## src/hdl/wdt_pkg.sv

```systemverilog
// Constants, types and register map of the watchdog timer core
package wdt_pkg;
   localparam int ADDR_W = 8;
   localparam int CNT_W = 20;

   // Byte addresses of the registers
   localparam logic [ADDR_W-1:0] OFF_MODE = 8'h00;
   localparam logic [ADDR_W-1:0] OFF_KEY = 8'h04;
   localparam logic [ADDR_W-1:0] OFF_KEY_BITOP = 8'h08;
   localparam logic [ADDR_W-1:0] OFF_STATUS = 8'h0c;

   localparam logic [7:0] KEY_CODE = 8'hac;
   localparam logic [7:0] KEY_READ = 8'h9a;
   localparam logic [7:0] MODE_RST = 8'h67;

   // Overflow after 2^(OVF_BASE + select) ticks
   localparam logic [4:0] OVF_BASE = 5'h0c;

   // Tick periods of the two count sources
   localparam int CLK_PERIOD_NS = 10;
   localparam int SLOW_TICK_NS = 4000;
   localparam int FAST_TICK_NS = 100;
   localparam int SLOW_DIV = SLOW_TICK_NS / CLK_PERIOD_NS;
   localparam int FAST_DIV = FAST_TICK_NS / CLK_PERIOD_NS;

   typedef struct packed {
      logic [2:0] fixed;
      logic clock_sel_bit_four;
      logic clock_sel_bit_three;
      logic [2:0] ovf_sel;
   } wdt_mode_t;

   typedef enum logic [1:0] {
      WDT_OPEN = 2'b00,
      WDT_LOCKED = 2'b01,
      WDT_PARKED = 2'b10
   } wdt_lock_t;

   typedef struct packed {
      logic [8:0] zero;
      logic [1:0] lock;
      logic counting;
      logic [CNT_W-1:0] count;
   } wdt_status_t;
endpackage : wdt_pkg

```

## src/hdl/wdt_core.sv

```systemverilog
// Watchdog timer core with APB register access
//
// Design decisions made here: register access over APB and the register addresses.
`timescale 1ns/10ps
module wdt_core (
   input wire logic pclk,
   input wire logic presetn,
   input wire logic psel,
   input wire logic penable,
   input wire logic pwrite,
   input wire logic [wdt_pkg::ADDR_W-1:0] paddr,
   input wire logic [31:0] pwdata,
   output logic [31:0] prdata,
   output logic pready,
   output logic pslverr,
   input wire logic halt_mode,
   input wire logic stop_mode,
   input wire logic osc_unstoppable,
   output logic wdt_reset
);
   import wdt_pkg::*;

   wdt_mode_t mode_q;
   wdt_mode_t mode_d;
   wdt_lock_t lock_q;
   wdt_lock_t lock_d;
   logic [CNT_W-1:0] cnt_q;
   logic [CNT_W-1:0] cnt_d;
   logic rst_q;
   logic rst_d;

   logic [31:0] prdata_q;
   logic [31:0] prdata_d;
   logic pready_q;
   logic pready_d;
   logic pslverr_q;
   logic pslverr_d;

   logic setup;
   logic wr_acc;
   logic mode_wr;
   logic key_wr;
   logic bitop_wr;
   logic parked;
   logic run;
   logic hold;
   logic count_en;
   logic slow_tick;
   logic fast_tick;
   logic tick;
   logic [CNT_W-1:0] last;
   logic violation;
   logic overflow;
   logic mapped;
   wdt_status_t status;

   // Count sources, frozen together with the counter
   wdt_prescaler #(
      .DIV(SLOW_DIV),
      .DW(16)
   ) u_slow (
      .pclk(pclk),
      .presetn(presetn),
      .en(count_en),
      .tick(slow_tick)
   );

   wdt_prescaler #(
      .DIV(FAST_DIV),
      .DW(16)
   ) u_fast (
      .pclk(pclk),
      .presetn(presetn),
      .en(count_en),
      .tick(fast_tick)
   );

   // Bus phase decode
   always_comb begin
      setup = psel & ~penable;
      wr_acc = psel & penable & pready_q & pwrite;
      mode_wr = wr_acc & (paddr == OFF_MODE);
      key_wr = wr_acc & (paddr == OFF_KEY);
      bitop_wr = wr_acc & (paddr == OFF_KEY_BITOP);
      mapped = (paddr == OFF_MODE) | (paddr == OFF_KEY) |
               (paddr == OFF_KEY_BITOP) | (paddr == OFF_STATUS);
   end

   // Counting conditions
   always_comb begin
      parked = (lock_q == WDT_PARKED);
      run = ~mode_q.clock_sel_bit_four;
      hold = ~osc_unstoppable & (halt_mode | stop_mode);
      count_en = run & ~hold;
      // source from mode kept over sleep
      tick = mode_q.clock_sel_bit_three ? fast_tick : slow_tick;
      last = CNT_W'((CNT_W'(1) << (OVF_BASE + 5'(mode_q.ovf_sel))) - 1'b1);
   end

   // Mode lock, counter and reset request
   always_comb begin
      mode_d = mode_q;
      lock_d = lock_q;
      cnt_d = cnt_q;
      violation = 1'b0;
      overflow = 1'b0;

      if (mode_wr) begin
         if (lock_q == WDT_OPEN) begin
            mode_d = wdt_mode_t'(pwdata[7:0]);
            lock_d = pwdata[4] ? WDT_PARKED : WDT_LOCKED;
         end else if (!parked) begin
            violation = 1'b1;
         end
      end

      if (key_wr && pwdata[7:0] != KEY_CODE && !parked) begin
         violation = 1'b1;
      end

      if (bitop_wr && !parked) begin
         violation = 1'b1;
      end

      // count held, never cleared by sleep
      if (count_en && tick) begin
         // overflow raises reset in stop too when osc_unstoppable is set
         if (cnt_q == last) begin
            overflow = 1'b1;
            cnt_d = '0;
         end else begin
            cnt_d = cnt_q + 1'b1;
         end
      end

      if (key_wr && pwdata[7:0] == KEY_CODE) begin
         cnt_d = '0;
         // Clear wins over an overflow tick
         overflow = 1'b0;
      end

      rst_d = violation | overflow;
   end

   always_ff @(posedge pclk or negedge presetn) begin
      if (!presetn) begin
         mode_q <= wdt_mode_t'(MODE_RST);
         lock_q <= WDT_OPEN;
         cnt_q <= '0;
         rst_q <= 1'b0;
      end else begin
         mode_q <= mode_d;
         lock_q <= lock_d;
         cnt_q <= cnt_d;
         rst_q <= rst_d;
      end
   end

   // Read data and answer prepared in the setup cycle
   always_comb begin
      status = '0;
      status.lock = lock_q;
      status.counting = count_en;
      status.count = cnt_q;
      prdata_d = '0;
      pready_d = setup;
      pslverr_d = setup & ~mapped;
      if (setup && !pwrite) begin
         case (paddr)
            OFF_MODE: begin
               prdata_d = {24'h000000, mode_q};
            end
            OFF_KEY, OFF_KEY_BITOP: begin
               prdata_d = {24'h000000, KEY_READ};
            end
            OFF_STATUS: begin
               prdata_d = status;
            end
            default: begin
               prdata_d = '0;
            end
         endcase
      end
   end

   always_ff @(posedge pclk or negedge presetn) begin
      if (!presetn) begin
         prdata_q <= '0;
         pready_q <= 1'b0;
         pslverr_q <= 1'b0;
      end else begin
         prdata_q <= prdata_d;
         pready_q <= pready_d;
         pslverr_q <= pslverr_d;
      end
   end

   assign prdata = prdata_q;
   assign pready = pready_q;
   assign pslverr = pslverr_q;
   assign wdt_reset = rst_q;
endmodule : wdt_core

```

## src/hdl/wdt_prescaler.sv

```systemverilog
// Tick divider that holds its phase while disabled
`timescale 1ns/10ps
module wdt_prescaler #(
   parameter int DIV = 400,
   parameter int DW = 16
) (
   input wire logic pclk,
   input wire logic presetn,
   input wire logic en,
   output logic tick
);
   logic [DW-1:0] div_q;
   logic [DW-1:0] div_d;
   logic tick_q;
   logic tick_d;

   always_comb begin
      div_d = div_q;
      tick_d = 1'b0;
      if (en) begin
         if (div_q == DW'(DIV - 1)) begin
            div_d = '0;
            tick_d = 1'b1;
         end else begin
            div_d = div_q + 1'b1;
         end
      end
   end

   always_ff @(posedge pclk or negedge presetn) begin
      if (!presetn) begin
         div_q <= '0;
         tick_q <= 1'b0;
      end else begin
         div_q <= div_d;
         tick_q <= tick_d;
      end
   end

   assign tick = tick_q;
endmodule : wdt_prescaler

```

## config.mk

```make
export PLATFORM = sky130hd
export DESIGN_NAME = wdt_core
export DESIGN_NICKNAME = d
export VERILOG_FILES = /design/src/hdl/wdt_pkg.sv /design/src/hdl/wdt_core.sv /design/src/hdl/wdt_prescaler.sv
export SDC_FILE = /design/constraint.sdc
export NUM_CORES = 1
export LEC_CHECK = 0
export BUFFER_PORTS_ARGS = -buffer_cell sky130_fd_sc_hd__buf_4
export CAP_MARGIN = 40
export CORE_MARGIN = 2
export CORE_UTILIZATION = 58
export CTS_BUF_LIST = sky130_fd_sc_hd__clkbuf_4 sky130_fd_sc_hd__clkbuf_8
export DETAILED_ROUTE_END_ITERATION = 6
export PLACE_DENSITY = 0.83
export REMOVE_ABC_BUFFERS = 1
export SYNTH_ARGS = -nofsm -noshare
export SYNTH_HDL_FRONTEND = slang
export SYNTH_HIERARCHICAL = 1
export SYNTH_SLANG_ARGS = --single-unit
```

## constraint.sdc

```tcl
create_clock -name pclk -period 4.15 [get_ports pclk]
set_clock_uncertainty 0.15 [all_clocks]
set_input_delay 0.6225 -clock pclk [delete_from_list [all_inputs] [get_ports pclk]]
set_output_delay 0.6225 -clock pclk [all_outputs]
set_load 0.02 [all_outputs]
```

# Word-level counts from Yosys, hierarchy flattened
# Cells that the tools add are included.
[classes]
eq_ne = 9
n_mux = 21
shift = 1
n_reduce_logical = 13
bitwise = 20
add_sub_neg = 5
[ops]
columns = ["op", "n"]
rows = [
  ["$pmux W23 S3", 1],
  ["$mux W20", 3],
  ["$add A16 B1 Y16 const B", 2],
  ["$mux W16", 2],
  ["$mux W23", 1],
  ["$add A20 B1 Y20 const B", 1],
  ["$eq A20 B20 Y1", 1],
  ["$shl A1 B5 Y20 const A", 1],
  ["$sub A20 B1 Y20 const B", 1],
  ["$eq A16 B4 Y1 const B", 1],
  ["$eq A16 B9 Y1 const B", 1],
  ["$eq A8 B4 Y1 const B", 2],
  ["$mux W1", 13],
  ["$and A1 B1 Y1", 10],
  ["$eq A8 B3 Y1 const B", 1],
  ["$eq A8 B8 Y1 const B", 1],
  ["$logic_not A8 Y1", 1],
  ["$ne A8 B8 Y1 const B", 1],
  ["$logic_and A1 B1 Y1", 6],
  ["$add A4 B3 Y5 const A", 1],
  ["$not A1 Y1", 5],
  ["$or A1 B1 Y1", 5],
  ["$eq A2 B2 Y1 const B", 1],
  ["$logic_not A1 Y1", 2],
  ["other kinds (5)", 5],
]
[totals]
wordCells = 83
out_inout_bits = 35
in_bits = 48
reg_bits = 99

# Depth between registers and ports, before layout
# Gate-level depths: netlist (run 1).
[depth]
word_depth = 9
depth_mapped = 8
mapped_depth_nobuf = 6

# Hierarchy
# Netlist (run 1), hierarchy kept.
[modules_own_cells]
columns = ["module", "seq_area_each_um2", "cells_each", "n_inst", "area_per_inst_um2"]
rows = [
  ["wdt_core", 1382.6, 269, 1, 2713.9],
  ["wdt_prescaler at u_fast", 425.4, 69, 1, 805.8],
  ["wdt_prescaler at u_slow", 425.4, 75, 1, 799.5],
]

# Least setup slack after synthesis (run 1)
# No wires, ideal clock.
[synth_timing]
path_type = "input to register"
start = "input stop_mode"
end = "register u_slow.div_q[15]"
n_path_buf = 1
path_stages = 7
arrival_time_ns = 2.045
setup_ns = 0.123
path_slack_ns = 1.833
required_ns = 3.877
path_cell_list = "o21ba_2 > nor2_1 > buf_4 > nand3_2 > nor3_4 > or3b_1 > xnor2_1"
[synth_via]
elab_chain_cells = 4
[synth_lines]
columns = ["element", "line_no", "source"]
rows = [
  ["from (decl)", "wdt_core.sv:17", "input wire logic stop_mode,"],
  ["$or A1 B1 Y1", "wdt_core.sv:93", "hold = ~osc_unstoppable & (halt_mode | stop_mode);"],
  ["$and A1 B1 Y1", "wdt_core.sv:93", ""],
  ["$not A1 Y1", "wdt_core.sv:94", "count_en = run & ~hold;"],
  ["$and A1 B1 Y1", "wdt_core.sv:94", ""],
  ["net count_en", "wdt_core.sv:47", "logic count_en;"],
  ["to (signal assigned)", "wdt_prescaler.sv:35", "div_q <= div_d;"],
  ["to (decl)", "wdt_prescaler.sv:12", "logic [DW-1:0] div_q;"],
]
# The timed path passes the listed nets, and every way through them passes these cells.
# A chain may end at the register's enable or synchronous reset.

# Worst setup path in the final report (run 1)
[layout_timing]
start = "register mode_q[1] (netlist name)"
end = "register cnt_q[13]"
[layout_via]
elab_chain_cells = 7
[layout_lines]
columns = ["element", "line_no", "source"]
rows = [
  ["from (decl)", "wdt_core.sv:23", "wdt_mode_t mode_q;"],
  ["from (signal assigned)", "wdt_core.sv:147", "mode_q <= wdt_mode_t'(MODE_RST);"],
  ["from (signal assigned)", "wdt_core.sv:152", "mode_q <= mode_d;"],
  ["$add A4 B3 Y5", "wdt_core.sv:97", "last = CNT_W'((CNT_W'(1) << (OVF_BASE + 5'(mode_q.ovf_sel))) - 1'b1);"],
  ["$shl A1 B5 Y20", "wdt_core.sv:97", ""],
  ["$sub A20 B1 Y20", "wdt_core.sv:97", ""],
  ["$eq A20 B20 Y1", "wdt_core.sv:128", "if (cnt_q == last) begin"],
  ["$mux W20", "wdt_core.sv:128", ""],
  ["$mux W20", "wdt_core.sv:126", "if (count_en && tick) begin"],
  ["$mux W20", "wdt_core.sv:136", "if (key_wr && pwdata[7:0] == KEY_CODE) begin"],
  ["to (signal assigned)", "wdt_core.sv:154", "cnt_q <= cnt_d;"],
  ["to (decl)", "wdt_core.sv:27", "logic [CNT_W-1:0] cnt_q;"],
]
# Every way passes these cells. The select of a mux whose other input is x is not followed.

==> results of run 1 <==
cells by family after synthesis:
| family | share of synthesized area |
|---|---|
| xor gates and xnor gates | 0.0545 |
| AOI/OAI and AO/OA | 0.110 |
| adders and majority gates | 0.0116 |
| other | 0.000868 |
| muxes | 0.0252 |
| and+or+nand+nor | 0.238 |
| DFF | 0.517 |
| buffers and inverters | 0.0435 |
routing by layer:
layer / GRT usage / wire length (um) / part of all wire
met3: 0.0576 / 415 / 0.049
met5: 0 / 0 / 0
met1: 0.268 / 3560 / 0.42
met4: 0.0679 / 103 / 0.012
met2: 0.391 / 4430 / 0.52
state kept, by name (all words and copies together), names as in the netlist:
signal and cells:
u_fast/tick 1, cnt_q 20, u_fast/div_q 16, u_slow/tick 1, mode_q 8, wdt_reset 1, u_slow/div_q 16, pready 1
pslverr 1, lock_q 1, prdata 23
synth_stat cells, types with 6 or more instances:
library cell,instances,area share
sky130_fd_sc_hd__o31ai_1,8,0.014
sky130_fd_sc_hd__xnor2_1,20,0.041
sky130_fd_sc_hd__a21oi_1,18,0.021
sky130_fd_sc_hd__and3_1,7,0.010
sky130_fd_sc_hd__nand4_1,14,0.020
sky130_fd_sc_hd__nor2_1,31,0.027
sky130_fd_sc_hd__and2_1,18,0.026
sky130_fd_sc_hd__mux2_2,7,0.018
sky130_fd_sc_hd__o21ai_0,14,0.016
sky130_fd_sc_hd__and4_1,6,0.012
sky130_fd_sc_hd__or3_1,11,0.016
sky130_fd_sc_hd__clkbuf_1,10,0.0087
sky130_fd_sc_hd__nand3_1,14,0.016
sky130_fd_sc_hd__buf_4,11,0.019
sky130_fd_sc_hd__nor3_1,12,0.014
sky130_fd_sc_hd__or4_1,8,0.014
sky130_fd_sc_hd__nand2_1,27,0.023
sky130_fd_sc_hd__dfrtp_1,84,0.49
sky130_fd_sc_hd__inv_1,11,0.0096
worst register-to-register path, delay by kind of cell (launching register included):
family          cells  cell delay, ps
flops               1             660
simple gates        1             100
compound gates      4            1590
path summary, 6_finish.rpt:
| path | start | end |
|---|---|---|
| worst max-delay path | mode_q[1]$_DFFE_PN1P_ | cnt_q[13]$_DFFE_PN0P_ |
| worst min-delay path | presetn | pready$_DFF_PN0_ |
| worst max register to register | mode_q[1]$_DFFE_PN1P_ | cnt_q[13]$_DFFE_PN0P_ |
| worst min register to register | u_slow/div_q[15]$_DFFE_PN0P_ | u_slow/div_q[15]$_DFFE_PN0P_ |
| max in group asynchronous | presetn | mode_q[0]$_DFFE_PN1P_ |
| min in group pclk | pwdata[4] | lock_q[0]$_DFFE_PN0P_ |
where the power goes:
group	switching, mW	leakage, nW	total [mW]	internal [mW]
combinational	0.141	0.930	0.266	0.125
clock	0.293	0.106	0.578	0.284
sequential	0.101	1.18	1.04	0.942
metrics by stage:
stage	power [mW]	utilization	setup slack (ps)	area [sq um]	hold slack, ps
after floorplan	1.22	-	1430	4200	177
after global placement	1.30	0.653	1310	4710	317
after detailed placement	1.33	0.657	1240	4740	317
after CTS	1.90	0.685	1510	4940	35.6
after global routing	1.98	0.685	1320	4940	52.9
final	1.89	0.685	1500	4940	31.9
final cells by class:
type                            instances  area, sq um
Fill cell                             574         2280
Clock buffer                           13          179
Timing Repair Buffer                   52          410
Tap cell                               99          124
Inverter                               11         41.3
Sequential cell                        89         2230
Multi-Input combinational cell        296         1930
Clock inverter                          3         22.5
==> results.ini, run 1 <==
[placed_design]
gpl.final_weighted_congestion=0.862
placed_cells=547
numPortBuffers=49
place.detailed.hpwl_um=6120

[sta]
setup_tns_ps=0
final.min_clock_period_ps=2650
final_max_slew_viol_count=0
max_slew_margin=0.468
peak_clock_frequency_supported_by_timing_mhz=378
worst_slew_pin_slew_ps=795
finalSetupViolCount=0
finalCritPeriodShare=0.638
rsz0062_at_grt=false
timing_hold_violations_final=0

[die]
floorplan.die.height_um=90.3
io_pins=83
std_cell_rows=31
core_area_sq_um=7210
chip_width_um=90.3
effective_utilization_at_floorplan=0.599
die_area_sq_um=8150

[clock_network]
clkTransAtPathRegs_ps=80
cts_sinks=89
clock_latency_ps=350
clk_root_buffer_cell=sky130_fd_sc_hd__clkbuf_8
cts_inserted_buffers=9
tritoncts=built
clockBufferDepth=2
post_cts_hold_buffer_count=0
post-cts-setup-buffers=0
cts_max_level=3
cts_repair_resize_count=0

[final_layout]
antenna_cells_inserted=0
drive_gt1_frac=0.207
instances_no_fill=563
most-common-layout-cells=84 x sky130_fd_sc_hd__dfrtp_1, 51 x sky130_fd_sc_hd__buf_4, 31 x sky130_fd_sc_hd__nor2_1
area.growth.synth_to_final_pct=14.3
layout.cells.most_common=sky130_fd_sc_hd__dfrtp_1
num-nets-final=511

[global_route]
antenna_found_initial=0
grtUsageTotal=0.222
maximum_number_of_pins_on_one_net_before_global_route_repair=62
vias_in_the_first_global_route=3242
grt_pass1_wl_um=14600
grt_overflow_total=0

[critical_path]
reg2reg_slack_ps=1500
arrival_ps=2700
criticalPathCategory=reg2reg
worst_setup_path_end_kind=flip-flop
path_cells=nand2_1, a2111o_1, a221o_1, o31ai_4, a21oi_1
timing.reg2reg.worst_path_depth=5
slowest_delay_ps=660
critPathRequiredTime_ps=4200
path_buf_inv=0
critPathMaxFanout=16
cp_slowest_cell=sky130_fd_sc_hd__dfstp_2
cp-start-kind=flip-flop
cpLargestDelayFamily=compound AO/OA/AOI/OAI gates
worst-path-stages=5

[yosys]
synth.yosys.seq_area_share=0.517
synthDistinctLibCells=64
syn_area_per_cell_sq_um=10.5
syn_inst=413
postSynth.asyncResetShare=1.00
synth_ff_type=sky130_fd_sc_hd__dfrtp_1
synth.cell_area_sq_um=4320
yosysWarningCount=6
ys_seq_elements=89
synth_edf_count=0

[drt]
antenna_left=0
vias=3240
drt_pass_1_iters=5
dr_drc_count=0
route.detailed.vias_per_inst=5.75
avgRoutedWirePerCell_um=15.1
postRouteWirelength_um=8510
drtIter0Drc=195

[outcome]
run_status=completed

[power_and_ir_drop]
p_leak_nw=2.21
pwr_density_cell_nw_per_um2=382
vdd.ir_drop.worst_uv=359

[flow_run]
maxCapViolCount=0

[worst_hold_path]
hold_path_class=in2async

No activity file was read; power rests on OpenSTA's default activity.
==> inputs of run 2 (changes only) <==
CORE_UTILIZATION = 57   (was 58)
PLACE_DENSITY = 0.82   (was 0.83)
clock period = 2.5 ns   (was 4.15 ns; I/O delays follow)
==> results.ini, run 2 (synthesis gave the netlist of run 1 again) <==
[outcome]
run_status=completed  ; unchanged

[critical_path]
slowest_delay_ps=640  ; was 660 ps
reg2reg_slack_ps=170  ; was 1500 ps
cp_slowest_cell=sky130_fd_sc_hd__dfstp_2  ; unchanged
path_cells=nand2_1, a2111o_1, a221o_1, o31ai_4, buf_12, a21oi_1  ; was nand2_1, a2111o_1, a221o_1, o31ai_4, a21oi_1
worst_setup_path_end_kind=flip-flop  ; unchanged
path_buf_inv=1  ; was 0
critPathMaxFanout=16  ; unchanged
rr_endpoint=cnt_q[7]$_DFFE_PN0P_  ; was cnt_q[13]$_DFFE_PN0P_
critPathRequiredTime_ps=2570  ; was 4200 ps
reg2reg_from=mode_q[1]$_DFFE_PN1P_  ; unchanged
timing.reg2reg.worst_path_depth=6  ; was 5
cpLargestDelayFamily=compound AO/OA/AOI/OAI gates  ; unchanged
arrival_ps=2400  ; was 2700 ps
criticalPathCategory=reg2reg  ; unchanged
cp-start-kind=flip-flop  ; unchanged

[die]
chip_width_um=91.1  ; was 90.3 um
io_pins=83  ; unchanged
core_area_sq_um=7290  ; was 7210 sq um
effective_utilization_at_floorplan=0.592  ; was 0.599
floorplan.die.height_um=91.1  ; was 90.3 um
std_cell_rows=31  ; unchanged
die_area_sq_um=8290  ; was 8150 sq um

[sta]
finalCritPeriodShare=0.930  ; was 0.638
rsz0062_at_grt=false  ; unchanged
final_critical_path_setup_slack_ps=174  ; was 1500 ps
peak_clock_frequency_supported_by_timing_mhz=430  ; was 378 MHz
setup_tns_ps=0  ; unchanged
timing_hold_violations_final=0  ; unchanged
max_slew_margin=0.547  ; was 0.468
worst_slew_pin_slew_ps=672  ; was 795 ps
finalSetupViolCount=0  ; unchanged
final_max_slew_viol_count=0  ; unchanged
final.min_clock_period_ps=2330  ; was 2650 ps

[clock_network]
clock_latency_ps=350  ; about the same
clockBufferDepth=2  ; unchanged
clkTransAtPathRegs_ps=80  ; about the same
clk_root_buffer_cell=sky130_fd_sc_hd__clkbuf_8  ; unchanged
tritoncts=built  ; unchanged
post-cts-setup-buffers=0  ; unchanged
post_cts_hold_buffer_count=1  ; was 0
cts_sinks=89  ; unchanged
cts_inserted_buffers=9  ; unchanged
cts_repair_resize_count=0  ; unchanged
cts_max_level=3  ; unchanged

[global_route]
grt_pass1_wl_um=14400  ; was 14,600 um
grt_overflow_total=0  ; unchanged
vias_in_the_first_global_route=3160  ; was 3,242
grtUsageTotal=0.214  ; was 0.222
antenna_found_initial=0  ; unchanged
maximum_number_of_pins_on_one_net_before_global_route_repair=55  ; was 62

[power_and_ir_drop]
design_power_total_mw=3.18  ; was 1.89 mW
vdd.ir_drop.worst_uv=586  ; was 359 uV
pwr_density_cell_nw_per_um2=633  ; was 382 nW/um^2
p_leak_nw=2.26  ; was 2.21 nW

[final_layout]
area.growth.synth_to_final_pct=16.3  ; was 14.3%
drive_gt1_frac=0.223  ; was 0.207
layout.filler_cells=558  ; was 574
antenna_cells_inserted=0  ; unchanged
instances_no_fill=574  ; was 563
num-nets-final=522  ; was 511
most-common-layout-cells=84 x sky130_fd_sc_hd__dfrtp_1, 61 x sky130_fd_sc_hd__buf_4, 31 x sky130_fd_sc_hd__nor2_1  ; was 84 x sky130_fd_sc_hd__dfrtp_1, 51 x sky130_fd_sc_hd__buf_4, 31 x sky130_fd_sc_hd__nor2_1
seqCellArea_sq_um=2230  ; unchanged
layout.cells.most_common=sky130_fd_sc_hd__dfrtp_1  ; unchanged
finish.utilization=0.689  ; was 0.685
multi_input_comb_area_sq_um=1930  ; unchanged
largest_register_ffs=23  ; unchanged

[worst_hold_path]
whs_endpoint=lock_q[0]$_DFFE_PN0P_
hp-start=pwdata[4]
hold_path_depth=2
hold_path_class=in2reg  ; was in2async

[flow_run]
maxCapViolCount=0  ; unchanged

[placed_design]
place.detailed.hpwl_um=6010  ; was 6120 um
numPortBuffers=49  ; unchanged
gpl.final_weighted_congestion=0.860  ; was 0.862
placed_cells=557  ; was 547
detailedPlace.worstSlack_ps=204  ; was 1240 ps

[drt]
avgRoutedWirePerCell_um=14.5  ; was 15.1 um
postRouteWirelength_um=8330  ; was 8510 um
antenna_left=0  ; unchanged
vias=3278  ; was 3,240
route.detailed.vias_per_inst=5.71  ; was 5.75
dr_drc_count=0  ; unchanged
drt_pass_1_iters=6  ; was 5
drtIter0Drc=221  ; was 195

run 2: area by class of cell:
class,instances,area share
Multi-Input combinational cell,296,0.384
Inverter,11,0.00822
Clock buffer,12,0.0316
Clock inverter,4,0.0102
Tap cell,99,0.0247
Sequential cell,89,0.444
Timing Repair Buffer,63,0.0971
run 2: worst max path at each step:
stage                                     start                      endpoint  slack [ps]  cells after the start
final                     mode_q[1]$_DFFE_PN1P_          cnt_q[7]$_DFFE_PN0P_         170                      6
after global routing      mode_q[1]$_DFFE_PN1P_          cnt_q[6]$_DFFE_PN0P_          90                      6
after CTS                 mode_q[1]$_DFFE_PN1P_          cnt_q[7]$_DFFE_PN0P_         190                      6
after detailed placement  mode_q[1]$_DFFE_PN1P_          cnt_q[7]$_DFFE_PN0P_         200                      6
after global placement    mode_q[1]$_DFFE_PN1P_          cnt_q[9]$_DFFE_PN0P_         250                      6
after floorplan                       stop_mode  u_slow/div_q[15]$_DFFE_PN0P_          30                      6
run 2: worst reg2reg max path, stage by stage (launching register included):
cell	delay, ps
sky130_fd_sc_hd__dfstp_2	640
sky130_fd_sc_hd__nand2_1	100
sky130_fd_sc_hd__a2111o_1	410
sky130_fd_sc_hd__a221o_1	390
sky130_fd_sc_hd__o31ai_4	280
sky130_fd_sc_hd__buf_12	180
sky130_fd_sc_hd__a21oi_1	60
run 2: power breakdown:
part | internal, mW | switching (mW)
clock | 0.528 | 0.481
combinational | 0.209 | 0.228
sequential | 1.56 | 0.170
total | 2.30 | 0.879
run 2: metal layers:
metal,GRT usage,share of wire,vias up
met5,0,0,-
met4,0.0682,0.013,0
met3,0.0548,0.037,10
met2,0.362,0.52,65
met1,0.271,0.43,1625
li1,-,-,1578
run 2: through the flow:
step	hold WS [ps]	area [sq um]
5_1_grt	69.6	5020
3_5_place_dp	293	4800
2_1_floorplan	-70.6	4200
3_3_place_gp	289	4800
4_1_cts	79.4	5020
6_report	91.8	5020
